==> src/nsc_pkg.sv <==
package nsc_pkg;
  // host register window
  localparam logic [2:0] NSC_HOST_ADDR_SETUP  = 3'h7;
  localparam logic [2:0] NSC_SEL_SETUP1       = 3'h2;
  localparam logic [2:0] NSC_SEL_SETUP2       = 3'h4;
  // line_and_rate_setup field positions
  localparam int         NSC_S1_PULSE_BIT     = 7;
  localparam int         NSC_S1_SHORT_BIT     = 6;
  localparam int         NSC_S1_PROMISC_BIT   = 4;
  localparam int         NSC_S1_RATE_LSB      = 1;
  localparam int         NSC_S1_ARB_BIT       = 0;
  // bus_timing_setup field position
  localparam int         NSC_S2_FAST_BIT      = 7;
  // reset values and write masks
  localparam logic [7:0] NSC_S1_RESET         = 8'h00;
  localparam logic [7:0] NSC_S2_RESET         = 8'h00;
  localparam logic [7:0] NSC_S1_WRITE_MASK    = 8'hdf;
  localparam logic [7:0] NSC_S2_WRITE_MASK    = 8'h80;
  // refusal limits
  localparam logic [7:0] NSC_REFUSE_SHORT     = 8'h04;
  localparam logic [7:0] NSC_REFUSE_LONG      = 8'h80;
  // rate divider
  localparam logic [2:0] NSC_RATE_MAX_SEL     = 3'h4;
  localparam logic [2:0] NSC_RATE_BASE_SHIFT  = 3'h3;
endpackage : nsc_pkg

==> src/nsc_cfg_if.sv <==
interface nsc_cfg_if;
  logic       promiscuous_receive;
  logic       transmit_enable;
  logic [7:0] node_id;
  logic       pkt_valid;
  logic [7:0] pkt_dest_id;
  logic       accept_pkt;
  logic       send_ack;
  logic       token_allowed;
  modport ctrl (output promiscuous_receive, output transmit_enable, output node_id,
                output pkt_valid, output pkt_dest_id,
                input accept_pkt, input send_ack, input token_allowed);
  modport filt (input promiscuous_receive, input transmit_enable, input node_id,
                input pkt_valid, input pkt_dest_id,
                output accept_pkt, output send_ack, output token_allowed);
endinterface : nsc_cfg_if

==> src/nsc_setup_regs.sv <==
module nsc_setup_regs
  import nsc_pkg::*;
(
  input  wire logic       sys_clk_in,
  input  wire logic       rst_n_in,
  input  wire logic [2:0] host_addr_in,
  input  wire logic [2:0] register_window_select_in,
  input  wire logic       host_wr_in,
  input  wire logic       host_rd_in,
  input  wire logic [7:0] host_wdata_in,
  input  wire logic       backplane_mode_in,
  input  wire logic       transmit_enable_in,
  input  wire logic       nonmux_bus_in,
  input  wire logic [7:0] node_id_in,
  input  wire logic       refusal_in,
  input  wire logic       refusal_clear_in,
  input  wire logic       pkt_valid_in,
  input  wire logic [7:0] pkt_dest_id_in,
  input  wire logic       pulse_request_in,
  output logic [7:0]      host_rdata_out,
  output logic            line_pulse_one_out,
  output logic            line_pulse_one_oe_out,
  output logic            excess_refusal_flag_out,
  output logic            accept_pkt_out,
  output logic            send_ack_out,
  output logic            token_allowed_out,
  output logic            rate_tick_out,
  output logic            arb_tick_out,
  output logic            fast_read_active_out
);
  // stored setup bytes
  logic [7:0] setup1_r;
  logic [7:0] setup2_r;
  // refusal counter
  logic [7:0] refuse_cnt_r;
  // rate divider count and arbitration phase
  logic [6:0] rate_cnt_r;
  logic       arb_phase_r;

  // host window decode
  wire        win_hit;
  wire        sel_s1;
  wire        sel_s2;
  wire        wr_s1;
  wire        wr_s2;
  wire [7:0]  rd_mux;
  // setup fields
  wire        fld_pulse_mode;
  wire        fld_short_limit;
  wire        fld_promisc;
  wire [2:0]  fld_rate_sel;
  wire        fld_arb_half;
  wire        fld_fast_read;
  // next values of the registers
  wire [7:0]  setup1_nxt;
  wire [7:0]  setup2_nxt;
  wire [7:0]  refuse_cnt_nxt;
  wire        flag_nxt;
  wire [6:0]  rate_cnt_nxt;
  wire        arb_phase_nxt;
  wire        arb_tick_nxt;
  wire        pulse_nxt;
  wire        pulse_oe_nxt;
  wire        fast_read_nxt;
  // refusal limit compare
  wire [7:0]  refuse_limit;
  wire        refuse_sat;
  wire        refuse_hit;
  // rate divider wrap
  wire [6:0]  rate_last;
  wire        rate_wrap;
  // pulse driver style
  wire        push_pull;

  // configuration and packet fields shared with the receive filter
  nsc_cfg_if cfg ();

  // divisor minus one for a field value, illegal codes clamp to 128
  function automatic logic [6:0] nsc_div_last(input logic [2:0] sel);
    logic [2:0] s;
    logic [7:0] div;
    s   = (sel > NSC_RATE_MAX_SEL) ? NSC_RATE_MAX_SEL : sel;
    div = 8'h01 << (s + NSC_RATE_BASE_SHIFT);
    return 7'(div - 8'h01);
  endfunction : nsc_div_last

  // write data with reserved positions forced to zero
  function automatic logic [7:0] nsc_masked(input logic [7:0] data, input logic [7:0] mask);
    return data & mask;
  endfunction : nsc_masked

  assign win_hit = (host_addr_in == NSC_HOST_ADDR_SETUP);
  assign sel_s1  = win_hit & (register_window_select_in == NSC_SEL_SETUP1);
  assign sel_s2  = win_hit & (register_window_select_in == NSC_SEL_SETUP2);
  assign wr_s1   = sel_s1 & host_wr_in;
  assign wr_s2   = sel_s2 & host_wr_in;

  // read selection, unmapped selector codes read as zero
  assign rd_mux  = sel_s1 ? setup1_r : (sel_s2 ? setup2_r : 8'h00);

  // field extraction from the stored bytes
  assign fld_pulse_mode  = setup1_r[NSC_S1_PULSE_BIT];
  assign fld_short_limit = setup1_r[NSC_S1_SHORT_BIT];
  assign fld_promisc     = setup1_r[NSC_S1_PROMISC_BIT];
  assign fld_rate_sel    = setup1_r[NSC_S1_RATE_LSB +: 3];
  assign fld_arb_half    = setup1_r[NSC_S1_ARB_BIT];
  assign fld_fast_read   = setup2_r[NSC_S2_FAST_BIT];

  assign setup1_nxt = wr_s1 ? nsc_masked(host_wdata_in, NSC_S1_WRITE_MASK) : setup1_r;
  assign setup2_nxt = wr_s2 ? nsc_masked(host_wdata_in, NSC_S2_WRITE_MASK) : setup2_r;

  always_ff @(posedge sys_clk_in or negedge rst_n_in) begin
    if (!rst_n_in) begin
      setup1_r <= NSC_S1_RESET;
    end else begin
      setup1_r <= setup1_nxt;
    end
  end

  // second setup byte storage
  always_ff @(posedge sys_clk_in or negedge rst_n_in) begin
    if (!rst_n_in) begin
      setup2_r <= NSC_S2_RESET;
    end else begin
      setup2_r <= setup2_nxt;
    end
  end

  // read data registered one cycle after the strobe, held until the next read
  always_ff @(posedge sys_clk_in or negedge rst_n_in) begin
    if (!rst_n_in) begin
      host_rdata_out <= 8'h00;
    end else if (host_rd_in) begin
      host_rdata_out <= rd_mux;
    end
  end

  // four refusals when short limit set
  assign refuse_limit = fld_short_limit ? NSC_REFUSE_SHORT : NSC_REFUSE_LONG;
  assign refuse_sat   = (refuse_cnt_r == 8'hff);
  assign refuse_hit   = refusal_in & (refuse_sat | ((refuse_cnt_r + 8'h01) >= refuse_limit));

  // count saturates at its top; a clear restarts it
  assign refuse_cnt_nxt = refusal_clear_in             ? 8'h00 :
                          (refusal_in && !refuse_sat) ? refuse_cnt_r + 8'h01 :
                          refuse_cnt_r;
  // a new hit wins over a clear in the same cycle
  assign flag_nxt = refuse_hit ? 1'b1 : (refusal_clear_in ? 1'b0 : excess_refusal_flag_out);

  // refusal counter
  always_ff @(posedge sys_clk_in or negedge rst_n_in) begin
    if (!rst_n_in) begin
      refuse_cnt_r <= 8'h00;
    end else begin
      refuse_cnt_r <= refuse_cnt_nxt;
    end
  end

  // sticky excess refusal flag
  always_ff @(posedge sys_clk_in or negedge rst_n_in) begin
    if (!rst_n_in) begin
      excess_refusal_flag_out <= 1'b0;
    end else begin
      excess_refusal_flag_out <= flag_nxt;
    end
  end

  assign rate_last    = nsc_div_last(fld_rate_sel);
  assign rate_wrap    = (rate_cnt_r >= rate_last);
  assign rate_cnt_nxt = rate_wrap ? 7'h00 : rate_cnt_r + 7'h01;

  // rate divider count
  always_ff @(posedge sys_clk_in or negedge rst_n_in) begin
    if (!rst_n_in) begin
      rate_cnt_r <= 7'h00;
    end else begin
      rate_cnt_r <= rate_cnt_nxt;
    end
  end

  // rate enable pulse, one cycle per divisor period
  always_ff @(posedge sys_clk_in or negedge rst_n_in) begin
    if (!rst_n_in) begin
      rate_tick_out <= 1'b0;
    end else begin
      rate_tick_out <= rate_wrap;
    end
  end

  // halved arbitration enables every second cycle
  assign arb_phase_nxt = fld_arb_half ? ~arb_phase_r : 1'b0;
  assign arb_tick_nxt  = fld_arb_half ? arb_phase_r : 1'b1;

  // arbitration phase
  always_ff @(posedge sys_clk_in or negedge rst_n_in) begin
    if (!rst_n_in) begin
      arb_phase_r <= 1'b0;
    end else begin
      arb_phase_r <= arb_phase_nxt;
    end
  end

  // arbitration enable
  always_ff @(posedge sys_clk_in or negedge rst_n_in) begin
    if (!rst_n_in) begin
      arb_tick_out <= 1'b0;
    end else begin
      arb_tick_out <= arb_tick_nxt;
    end
  end

  // push-pull when set or outside backplane mode
  assign push_pull    = fld_pulse_mode | ~backplane_mode_in;
  // open drain only enables the pin while a pulse is wanted, data low
  assign pulse_nxt    = push_pull & pulse_request_in;
  assign pulse_oe_nxt = push_pull | pulse_request_in;

  // pulse pin data
  always_ff @(posedge sys_clk_in or negedge rst_n_in) begin
    if (!rst_n_in) begin
      line_pulse_one_out <= 1'b0;
    end else begin
      line_pulse_one_out <= pulse_nxt;
    end
  end

  // pulse pin enable
  always_ff @(posedge sys_clk_in or negedge rst_n_in) begin
    if (!rst_n_in) begin
      line_pulse_one_oe_out <= 1'b0;
    end else begin
      line_pulse_one_oe_out <= pulse_oe_nxt;
    end
  end

  // reads on the plain bus only
  assign fast_read_nxt = fld_fast_read & nonmux_bus_in & host_rd_in;

  // read timing output
  always_ff @(posedge sys_clk_in or negedge rst_n_in) begin
    if (!rst_n_in) begin
      fast_read_active_out <= 1'b0;
    end else begin
      fast_read_active_out <= fast_read_nxt;
    end
  end

  // receive filter wiring
  assign cfg.promiscuous_receive = fld_promisc;
  assign cfg.transmit_enable     = transmit_enable_in;
  assign cfg.node_id             = node_id_in;
  assign cfg.pkt_valid           = pkt_valid_in;
  assign cfg.pkt_dest_id         = pkt_dest_id_in;

  // destination filter and acknowledge decision
  nsc_rx_filter u_filter (
    .cfg (cfg.filt)
  );

  // registered accept result
  always_ff @(posedge sys_clk_in or negedge rst_n_in) begin
    if (!rst_n_in) begin
      accept_pkt_out <= 1'b0;
    end else begin
      accept_pkt_out <= cfg.accept_pkt;
    end
  end

  always_ff @(posedge sys_clk_in or negedge rst_n_in) begin
    if (!rst_n_in) begin
      send_ack_out <= 1'b0;
    end else begin
      send_ack_out <= cfg.send_ack;
    end
  end

  always_ff @(posedge sys_clk_in or negedge rst_n_in) begin
    if (!rst_n_in) begin
      token_allowed_out <= 1'b0;
    end else begin
      token_allowed_out <= cfg.token_allowed;
    end
  end
endmodule : nsc_setup_regs

==> src/nsc_rx_filter.sv <==
module nsc_rx_filter
  import nsc_pkg::*;
(
  nsc_cfg_if.filt cfg
);
  wire dest_match;

  // own-address compare
  assign dest_match = (cfg.pkt_dest_id == cfg.node_id);
  assign cfg.accept_pkt = cfg.pkt_valid & (dest_match | cfg.promiscuous_receive);
  assign cfg.send_ack = cfg.pkt_valid & dest_match;
  assign cfg.token_allowed = cfg.transmit_enable;
endmodule : nsc_rx_filter

==> config.mk <==
export PLATFORM = sky130hd
export DESIGN_NAME = nsc_setup_regs
export DESIGN_NICKNAME = d
export VERILOG_FILES = /design/src/nsc_pkg.sv /design/src/nsc_cfg_if.sv /design/src/nsc_setup_regs.sv /design/src/nsc_rx_filter.sv
export SDC_FILE = /design/constraint.sdc
export NUM_CORES = 1
export LEC_CHECK = 0
export ABC_AREA = 1
export ABC_CLOCK_PERIOD_IN_PS = 1800
export BUFFER_PORTS_ARGS = -buffer_cell sky130_fd_sc_hd__buf_2
export CAP_MARGIN = 10
export CORE_UTILIZATION = 47
export CTS_CLUSTER_SIZE = 16
export DETAILED_ROUTE_END_ITERATION = 7
export PLACE_DENSITY = 0.76
export SYNTH_ARGS = -nofsm -noshare
export SYNTH_HDL_FRONTEND = slang
export SYNTH_SLANG_ARGS = --single-unit
==> constraint.sdc <==
create_clock -name sys_clk_in -period 1.8 [get_ports sys_clk_in]
set_clock_uncertainty 0.05 [all_clocks]
set_input_delay 0.27 -clock sys_clk_in [delete_from_list [all_inputs] [get_ports sys_clk_in]]
set_output_delay 0.27 -clock sys_clk_in [all_outputs]
set_load 0.01 [all_outputs]
==> flow_summary_export.csv, run 1 <==
group,metric,value,unit
setup_path,worstReg2RegStart,"refuse_cnt_r[1]",
layout,antenna_cells,0,
setup_path,crit_path_end,"excess_refusal_flag_out",
timing,setup_ws,-60.4,ps
clock_network,clk_latency,310,ps
synth,avgSynthCellArea,9.03,sq um
floorplan,dieArea,0.00475,sq mm
setup_path,crit_fanout,3,
route,drt_iter0_markers,124,
worst_hold_path,hold_path_depth,1,
floorplan,start_util,50.8,%
clock_network,clock_sinks,40,
setup_path,crit_arrival,2060,ps
global_route,grt-ovfl-total,0,
placed_design,gp_congestion,0.781,
route,wl_per_cell,13.4,um
layout,area_delta_synth_final,32.8,%
timing,layout_min_cycle_time,1860,ps
timing,slew_violations,0,
setup_path,cp-start-kind,"register",
global_route,antenna_found_initial,0,
clock_network,cts_root_buffer,"clkbuf_8",
global_route,grt_pass1_vias,1767,
layout,layout-drive-gt1-share,37.5,%
global_route,grt_max_degree,18,
synth,yosysWarnings,0,
setup_path,path_class,"register to register",
floorplan,die_h,68.9,um
pwr,ir_drop,0.739,mV
setup_path,crit_start,"refuse_cnt_r[1]",
pwr,total_power,2.46,mW
worst_hold_path,hold_path_class,"input port to register",
floorplan,core,0.00414,sq mm
global_route,grt_use_total,22.6,%
clock_network,cts_buffer_depth,2,
setup_path,rr_worst_depth,12,
run_status,status,"finished, violations left",
synth,ys_seq_elements,40,
setup_path,critPathCaptureType,"register",
route,drc,0,
setup_path,timing.rr.end,"excess_refusal_flag_out",
layout,nets,366,
route,postRouteAntennaNets,0,
synth,syn-instance-count,233,
pwr,power_per_cell_area,880,mW/mm^2
synth,netlist-cell-type-count,36,
run,cap_violations,0,
clock_network,path_clk_slew,80,ps
clock_network,cts_tree,"built",
global_route,grt_pass1_wl,7570,um
timing,hold_violations,0,
pwr,leakagePower,1.48,nW
floorplan,die_x,68.9,um
layout,fillers,328,
synth,yosysSeqAreaShare,47.6,%
clock_network,ctsHtreeMaxLevel,2,
timing,setup_viol,2,
setup_path,rrSetupSlack,-60,ps
run_status,violations,"setup timing",
route,drtPass1Iterations,4,
floorplan,row_count,23,
timing,fmax,538,MHz
placed_design,portBuffers,55,
timing,rsz0062_at_grt,"yes",
setup_path,cp_data_required_time,2000,ps
route,vias,1874,
placed_design,pre_cts_slack,-183,ps
floorplan,io_pins,58,
synth,syn-cell-area,0.00210,sq mm
clock_network,cts_inserted_buffers,5,
placed_design,hpwl,3520,um
route,avgViaCountPerCell,5.13,
route,drt_wl_total,4910,um
timing,min_period_over_period,103,%
-- synthesized netlist by cell type (all sizes together) --
cell	count	area share, %
nand2	41	7.8
dfrtp	40	48
inv	35	6.2
nand3	19	5.0
nor2	19	4.2
ha	11	6.5
o21ai	10	2.4
o22ai	10	3.0
nand4	7	3.5
a21oi	6	1.4
xor2	6	2.5
mux2	5	2.7
nor3	4	0.95
buf	3	0.83
conb	2	0.36
o21bai	2	0.89
xnor2	2	0.83
a211oi	1	0.36
a21boi	1	0.36
a31oi	1	0.30
and3	1	0.30
clkbuf	1	0.18
clkinv	1	0.18
nand3b	1	0.36
nor3b	1	0.36
o211ai	1	0.36
o21a	1	0.36
or2	1	0.30
-- stage by stage --
stage / setup TNS [ps] / util [%] / instances / hold slack, ps / cell area [sq um]
6_report: -65.2 / 67.5 / 365 / 16.4 / 2800
5_1_grt: -588 / 67.5 / 365 / 0.353 / 2800
4_1_cts: -0.482 / 64.6 / 360 / 12.5 / 2680
3_5_place_dp: -874 / 61.1 / 349 / 170 / 2530
3_3_place_gp: -43.3 / 61.1 / 349 / 170 / 2530
2_1_floorplan: 0 / - / 234 / -75.6 / 2110
-- critical path: stages, from the launching register on --
cell and delay [ps]:
dfrtp_1 400, buf_6 120, nand2_2 70, nor2_4 100
nand4_1 130, xor2_1 210, inv_1 70, ha_1 270
inv_1 40, o21bai_2 170, nand2_1 60, nand2_1 50
nand2_1 50
-- power by group --
part | leakage (nW) | switching (mW) | total [mW] | internal [mW]
Clock | 0.0445 | 0.343 | 0.617 | 0.275
Sequential | 0.527 | 0.0837 | 1.10 | 1.02
Combinational | 0.907 | 0.389 | 0.741 | 0.352
-- routing by layer --
layer	track usage (%)	vias up	share of wire, %
met3	8.06	9	5.3
met2	36.9	56	50
li1	-	921	-
met4	11.0	0	2.1
met5	0	-	0
met1	26.3	888	42
-- repair_timing --
item | CTS | global route
resized for setup | 7 | 23
endpoints found under the setup margin | 9 | 9
endpoints found under the hold margin | 15 | 0
pin swaps | 2 | 5
buffers inserted | 2 | 5
hold buffers | 1 | 0
-- placed cells by master, fill, tap and decap left out, types with 2 or more instances in the layout --
master / n
clkbuf_8: 5
ha_1: 8
nor3_2: 3
buf_2: 55
ha_2: 2
o21ai_0: 2
mux2_1: 5
nand4_1: 5
dfrtp_1: 40
a21oi_1: 3
nor2_1: 12
xor2_1: 6
inv_1: 32
nand4_4: 2
buf_6: 3
o21ai_1: 8
o22ai_1: 10
nand2_2: 5
buf_4: 18
a21oi_2: 3
nand2_1: 35
nand3_1: 17
conb_1: 3
inv_2: 2
nand3_2: 2
nor2_2: 5
-- registers in the layout, summed over array words and instances, names as in the netlist, 7 cells and up --
register / cells
setup1_r: 7
host_rdata_out: 7
rate_cnt_r: 7
refuse_cnt_r: 8
-- cell families after synthesis --
kind of cell	Yosys count	share of synthesized area [%]
AND/OR/NAND/NOR	94	22.7
adder cells (fa/ha/maj)	11	6.54
buffers and inverters	40	7.43
AO/OA/AOI/OAI	33	9.39
other	2	0.357
XOR/XNOR	8	3.33
flip-flops	40	47.6
multiplexers	5	2.68
-- worst min path at each step --
stage	slack, ps	endpoint	start
floorplan	-80	accept_pkt_out	rst_n_in
global placement	170	rate_cnt_r[2]	rst_n_in
detailed placement	170	rate_tick_out	rst_n_in
CTS	10	token_allowed_out	transmit_enable_in
global route	0.4	token_allowed_out	transmit_enable_in
finish	20	token_allowed_out	transmit_enable_in
-- area by class of cell --
type / instances / area (sq um) / area share (%)
Multi-Input combinational cell: 154 / 1050 / 37.6
Sequential cell: 40 / 1000 / 35.8
Timing Repair Buffer: 77 / 454 / 16.2
Inverter: 36 / 138 / 4.92
Clock buffer: 5 / 68.8 / 2.46
Tap cell: 50 / 62.6 / 2.24
Clock inverter: 3 / 21.3 / 0.761
No activity file was read; power rests on OpenSTA's default activity.
==> run 2, diff against run 1 <==
--- a/config.mk
+++ b/config.mk
@@ -12,7 +12,8 @@
 export CORE_UTILIZATION = 47
 export CTS_CLUSTER_SIZE = 16
 export DETAILED_ROUTE_END_ITERATION = 7
-export PLACE_DENSITY = 0.76
+export PLACE_DENSITY = 0.75
 export SYNTH_ARGS = -nofsm -noshare
 export SYNTH_HDL_FRONTEND = slang
+export SYNTH_HIERARCHICAL = 1
 export SYNTH_SLANG_ARGS = --single-unit
==> run 2 against run 1 <==
Against the previous run:
- the run still ends with setup timing left
- combinational power down 9.9%
- fmax up 3.0%
- hold slack better by 17 ps
- largest cell class unchanged
- largest power group unchanged
==> flow_summary_export.csv, run 2 <==
group,metric,value,unit
setup_path,rrSetupSlack,-7,ps
run_status,violations,"setup timing",
route,vias,1871,
clock_network,path_clk_slew,70,ps
global_route,antenna_found_initial,0,
run,cap_violations,0,
setup_path,worstReg2RegStart,"refuse_cnt_r[0]",
global_route,grt_pass1_vias,1839,
synth,synth_commonest_cells,"nand2_1, dfrtp_1, inv_1",
floorplan,core,0.00438,sq mm
pwr,leakagePower,1.51,nW
clock_network,cts_tree,"built",
placed_design,hpwl,3260,um
synth,yosysTopAreaCell,"dfrtp_1",
route,drc,0,
timing,slew_violations,0,
route,wl_per_cell,12.0,um
pwr,combPwrFrac,28.1,%
route,drtPass1Iterations,4,
synth,synthTopCellsByArea,"dfrtp_1, nand2_1, inv_1",
worst_hold_path,hold_path_class,"input port to register",
layout,postLayoutCoreUtil,63.2,%
synth,yosysWarnings,6,
synth,synth_most_common_cell,"nand2_1",
layout,largest_reg_flops,8,
setup_path,timing.rr.end,"excess_refusal_flag_out",
pwr,clockPowerShare,25.8,%
pwr,power_per_cell_area,859,mW/mm^2
layout,area_delta_synth_final,28.0,%
synth,netlist-cell-type-count,35,
layout,regMostFlops,"refuse_cnt_r",
clock_network,clk_latency,290,ps
layout,fillers,382,
route,avgViaCountPerCell,5.03,
synth,yosysSeqAreaShare,46.2,%
floorplan,start_util,49.4,%
timing,min_period_over_period,100,%
synth,synth_edf_count,0,
pwr,switching_power,748,uW
synth,synthFlopType,"dfrtp_1",
global_route,grt_use_total,19.4,%
setup_path,crit_start,"refuse_cnt_r[0]",
pwr,power_frac_seq,46.1,%
setup_path,cp_data_required_time,1980,ps
layout,register_area,0.00100,sq mm
pwr,switching_share,31.4,%
timing,rsz0062_at_grt,"yes",
timing,hold_violations,0,
floorplan,die_h,69.9,um
pwr,intPower,1.63,mW
run_status,status,"finished, violations left",
layout,layout-drive-gt1-share,35.0,%
clock_network,cts_inserted_buffers,5,
layout,antenna_cells,0,
synth,ys_seq_elements,40,
synth,synth_top_area_share,46.2,%
floorplan,dieArea,0.00488,sq mm
clock_network,cts_buffer_depth,2,
timing,fmax,554,MHz
setup_path,cp-start-kind,"register",
floorplan,row_count,24,
pwr,ir_drop,0.391,mV
timing,setup_viol,1,
floorplan,io_pins,58,
synth,avgSynthCellArea,8.80,sq um
clock_network,ctsHtreeMaxLevel,2,
timing,layout_min_cycle_time,1810,ps
placed_design,portBuffers,55,
global_route,grt_max_degree,41,
layout,final_common_cell,"buf_2",
setup_path,crit_path_end,"excess_refusal_flag_out",
timing,setup_tns,-6.63,ps
layout,multi_input_comb_area,0.00106,sq mm
setup_path,crit_fanout,4,
setup_path,crit_arrival,1990,ps
timing,holdWs,33.4,ps
placed_design,gp_congestion,0.860,
layout,most-common-layout-cells,"buf_2, nand2_1, dfrtp_1",
route,postRouteAntennaNets,0,
synth,syn-cell-area,0.00216,sq mm
global_route,grt_pass1_wl,7650,um
setup_path,path_class,"register to register",
setup_path,rr_worst_depth,12,
timing,setup_ws,-6.63,ps
clock_network,cts_root_buffer,"clkbuf_8",
synth,syn-instance-count,246,
global_route,grt-ovfl-total,0,
clock_network,clock_sinks,40,
floorplan,die_x,69.9,um
setup_path,critPathCaptureType,"register",
layout,nets,371,
synth,synthArstFlopShare,100,%
route,drt_iter0_markers,68,
route,drt_wl_total,4460,um
## run 2: cells by family after synthesis
| family | share of synthesized area (%) |
|---|---|
| AND/OR/NAND/NOR | 24.9 |
| AO/OA/AOI/OAI | 8.09 |
| adder cells (fa/ha/maj) | 6.36 |
| other | 0.347 |
| multiplexers | 2.60 |
| buffers and inverters | 8.27 |
| flip-flops | 46.2 |
| XOR/XNOR | 3.24 |
## run 2: power by group through the flow
| stage | sequential [mW] | clock [mW] | combinational [mW] |
|---|---|---|---|
| after floorplan | 1.11 | 0 | 0.339 |
| after global placement | 1.11 | 0 | 0.553 |
| after detailed placement | 1.11 | 0 | 0.573 |
| after CTS | 1.09 | 0.627 | 0.599 |
| after global routing | 1.11 | 0.668 | 0.754 |
| final | 1.10 | 0.615 | 0.668 |
## run 2: final cells by class
cell class / count / share of cell area [%]
clock inverter: 2 / 0.361
inverter: 40 / 5.42
clock buffer: 6 / 2.98
multi-input combinational: 162 / 38.4
timing repair buffer: 70 / 14.4
tap: 52 / 2.35
sequential: 40 / 36.2
## run 2: how the worst min path moves through the flow
| stage | start | to | slack [ps] | cells after the start |
|---|---|---|---|---|
| final | transmit_enable_in | token_allowed_out | 30 | 1 |
| after global routing | transmit_enable_in | token_allowed_out | 20 | 1 |
| after CTS | transmit_enable_in | token_allowed_out | 30 | 1 |
| after detailed placement | rst_n_in | refuse_cnt_r[4] | 300 | 2 |
| after global placement | rst_n_in | refuse_cnt_r[6] | 300 | 2 |
| after floorplan | rst_n_in | accept_pkt_out | -80 | 0 |
## run 2: metrics by stage
| stage | instances | total power [mW] | instance area [sq um] | worst slack (ps) |
|---|---|---|---|---|
| floorplan | 247 | 1.45 | 2170 | 17.5 |
| global placement | 360 | 1.66 | 2560 | -2.84 |
| detailed placement | 360 | 1.69 | 2560 | -38.6 |
| CTS | 371 | 2.32 | 2710 | 3.15 |
| global route | 372 | 2.53 | 2770 | -161 |
| finish | 372 | 2.38 | 2770 | -6.63 |
## run 2: timing repair
action / CTS / global route
setup endpoints to repair: 8 / 8
hold endpoints to repair: 40 / 0
gates cloned: 0 / 0
pin swaps: 0 / 5
resized for setup: 6 / 16
hold buffers: 1 / 0
setup buffers: 2 / 1
## run 2: worst max-delay path: stages (launching register included)
cell	delay, ps
dfrtp_1	360
buf_6	120
inv_2	50
nor2_2	130
nand4_1	140
xor2_1	200
inv_1	60
ha_1	270
inv_1	40
o21bai_2	170
nand2_1	60
nand2_1	50
nand2_1	50
## run 2: routing by layer
layer	GRT usage, %	vias up	wire (um)
li1	-	932	-
met1	24.3	876	1940
met2	33.2	57	2270
met3	5.19	6	208
met4	5.11	0	43
met5	0	-	0
==> run 3, diff against run 2 <==
==> constraint.sdc (replaced) <==
create_clock -name sys_clk_in -period 1.8 [get_ports sys_clk_in]
set_clock_uncertainty 0.05 [all_clocks]
set_input_delay 0.18 -clock sys_clk_in [delete_from_list [all_inputs] [get_ports sys_clk_in]]
set_output_delay 0.18 -clock sys_clk_in [all_outputs]
set_load 0.01 [all_outputs]
==> run 3 against run 2 <==
Against the previous run:
- the run still ends with setup timing left
- utilization rose by 0.83 points
- critical path type unchanged
- sequential power barely moved
- design area rose by 1.3%
- sequential share of layout area fell by 0.47 points
- hold slack got worse by 26 ps
==> flow_summary_export.csv, run 3 (synthesis results as in run 2) <==
group,metric,value,unit
clock_network,cts_buffer_depth,2,
clock_network,ctsHtreeMaxLevel,2,
layout,final_cells,378,
layout,regMostFlops,"refuse_cnt_r",
setup_path,crit_fanout,3,
setup_path,cp-start-kind,"register",
layout,nets,377,
layout,area_delta_synth_final,29.7,%
setup_path,crit_chain,"buf_6 > inv_1 > nor2_4 > nand4_1 > xor2_1 > inv_1 > ha_1 > inv_1 > o21bai_2 > nand2_1 > nand2_1 > nand2_1",
clock_network,cts_root_buffer,"clkbuf_8",
global_route,grt_pass1_vias,1732,
layout,final_area,0.00281,sq mm
layout,final_common_cell,"buf_2",
clock_network,clk_latency,300,ps
timing,hold_violations,0,
floorplan,core,0.00438,sq mm
global_route,grt-ovfl-total,0,
placed_design,portBuffers,55,
placed_design,hpwl,3220,um
floorplan,io_pins,58,
floorplan,row_count,24,
floorplan,die_x,69.9,um
timing,setup_ws,-1.97,ps
timing,slew_violations,0,
global_route,met3_usage,3.46,%
placed_design,dp.cells,361,
route,vias,1875,
pwr,total_power,2.34,mW
pwr,ir_drop,0.445,mV
run_status,violations,"setup timing",
timing,tightest_slew,585,ps
layout,fillers,355,
global_route,grt_max_degree,28,
timing,layout_min_cycle_time,1800,ps
clock_network,cts_inserted_buffers,5,
clock_network,clock_sinks,40,
global_route,grt_pass1_wl,7230,um
worst_hold_path,hold_path_class,"input port to register",
floorplan,start_util,49.4,%
pwr,power_per_cell_area,833,mW/mm^2
timing,setup_tns,-1.97,ps
layout,most-common-layout-cells,"buf_2, nand2_1, dfrtp_1",
timing,fmax,555,MHz
global_route,use_met2,30.7,%
route,wl_per_cell,11.9,um
layout,largest_reg_flops,8,
setup_path,crit_arrival,1940,ps
setup_path,path_class,"register to register",
global_route,grt_use_total,18.6,%
route,drc,0,
timing,rsz0062_at_grt,"yes",
route,drt_wl_total,4510,um
run,cap_violations,0,
floorplan,die_h,69.9,um
route,postRouteAntennaNets,0,
run_status,status,"finished, violations left",
layout,layout-drive-gt1-share,33.7,%
global_route,grtUsageMet1,23.9,%
floorplan,dieArea,0.00488,sq mm
route,drtPass1Iterations,5,
global_route,grt.busiest_layer,"met2",
timing,setup_viol,1,
setup_path,critPathCaptureType,"register",
clock_network,cts_tree,"built",
setup_path,cp_data_required_time,1940,ps
pwr,leakagePower,1.54,nW
timing,holdWs,7.57,ps
placed_design,gp_congestion,0.869,
setup_path,critPathMaxStageDelay,380,ps
setup_path,critical_path.slowest_cell,"dfrtp_1",
route,avgViaCountPerCell,4.96,
timing,min_period_over_period,100,%
layout,antenna_cells,0,
timing,worst_slew_margin_rel,61.0,%
placed_design,postPlaceCellArea,0.00257,sq mm
layout,postLayoutCoreUtil,64.0,%
global_route,antenna_found_initial,0,
clock_network,path_clk_slew,80,ps
route,drt_iter0_markers,59,
placed_design,pre_cts_slack,-53.3,ps
-- run 3: report_power, final --
part	internal, mW	total, mW	switching [mW]
sequential	1.02	1.09	0.0748
clock	0.274	0.613	0.338
combinational	0.296	0.634	0.338
total	1.59	2.34	0.751
-- run 3: final cells by class --
type	count	area, sq um	area share [%]
clock buffer	5	68.8	2.45
multi-input combinational	162	1050	37.5
inverter	40	150	5.35
clock inverter	3	23.8	0.847
sequential	40	1000	35.7
timing repair buffer	76	445	15.9
tap	52	65.1	2.32
-- run 3: worst max-delay path: cells and delay by family (launching register included) --
family | cells | cell delay (ps)
flops | 1 | 380
simple gates | 5 | 380
compound gates | 1 | 90
xor+xnor | 1 | 210
fa+ha+maj | 1 | 280
buf+inv | 4 | 300
-- run 3: worst paths after layout --
| kind | start | endpoint | slack, ps | depth (start not counted) |
|---|---|---|---|---|
| worst min register to register | arb_phase_r | arb_phase_r | 360 | 1 |
| min in group asynchronous | rst_n_in | refuse_cnt_r[6] | 360 | 2 |
| worst max-delay path | refuse_cnt_r[0] | excess_refusal_flag_out | -2 | 12 |
| worst min-delay path | backplane_mode_in | line_pulse_one_out | 8 | 2 |
| worst max register to register | refuse_cnt_r[0] | excess_refusal_flag_out | -2 | 12 |
| max in group asynchronous | rst_n_in | rate_cnt_r[6] | 790 | 3 |
-- run 3: what timing repair did --
action / 4_1_cts / 5_1_grt
hold buffers: 2 / 0
endpoints found under the setup margin: 8 / 8
cloned: 0 / 0
hold endpoints to repair: 26 / 0
setup buffers: 2 / 5
resized for setup: 6 / 11
pin swaps: 0 / 6
-- run 3: layer usage --
metal	vias up	routed length (um)
met5	-	0
met4	0	88
met3	7	213
met2	61	2180
met1	859	2030
li1	948	-
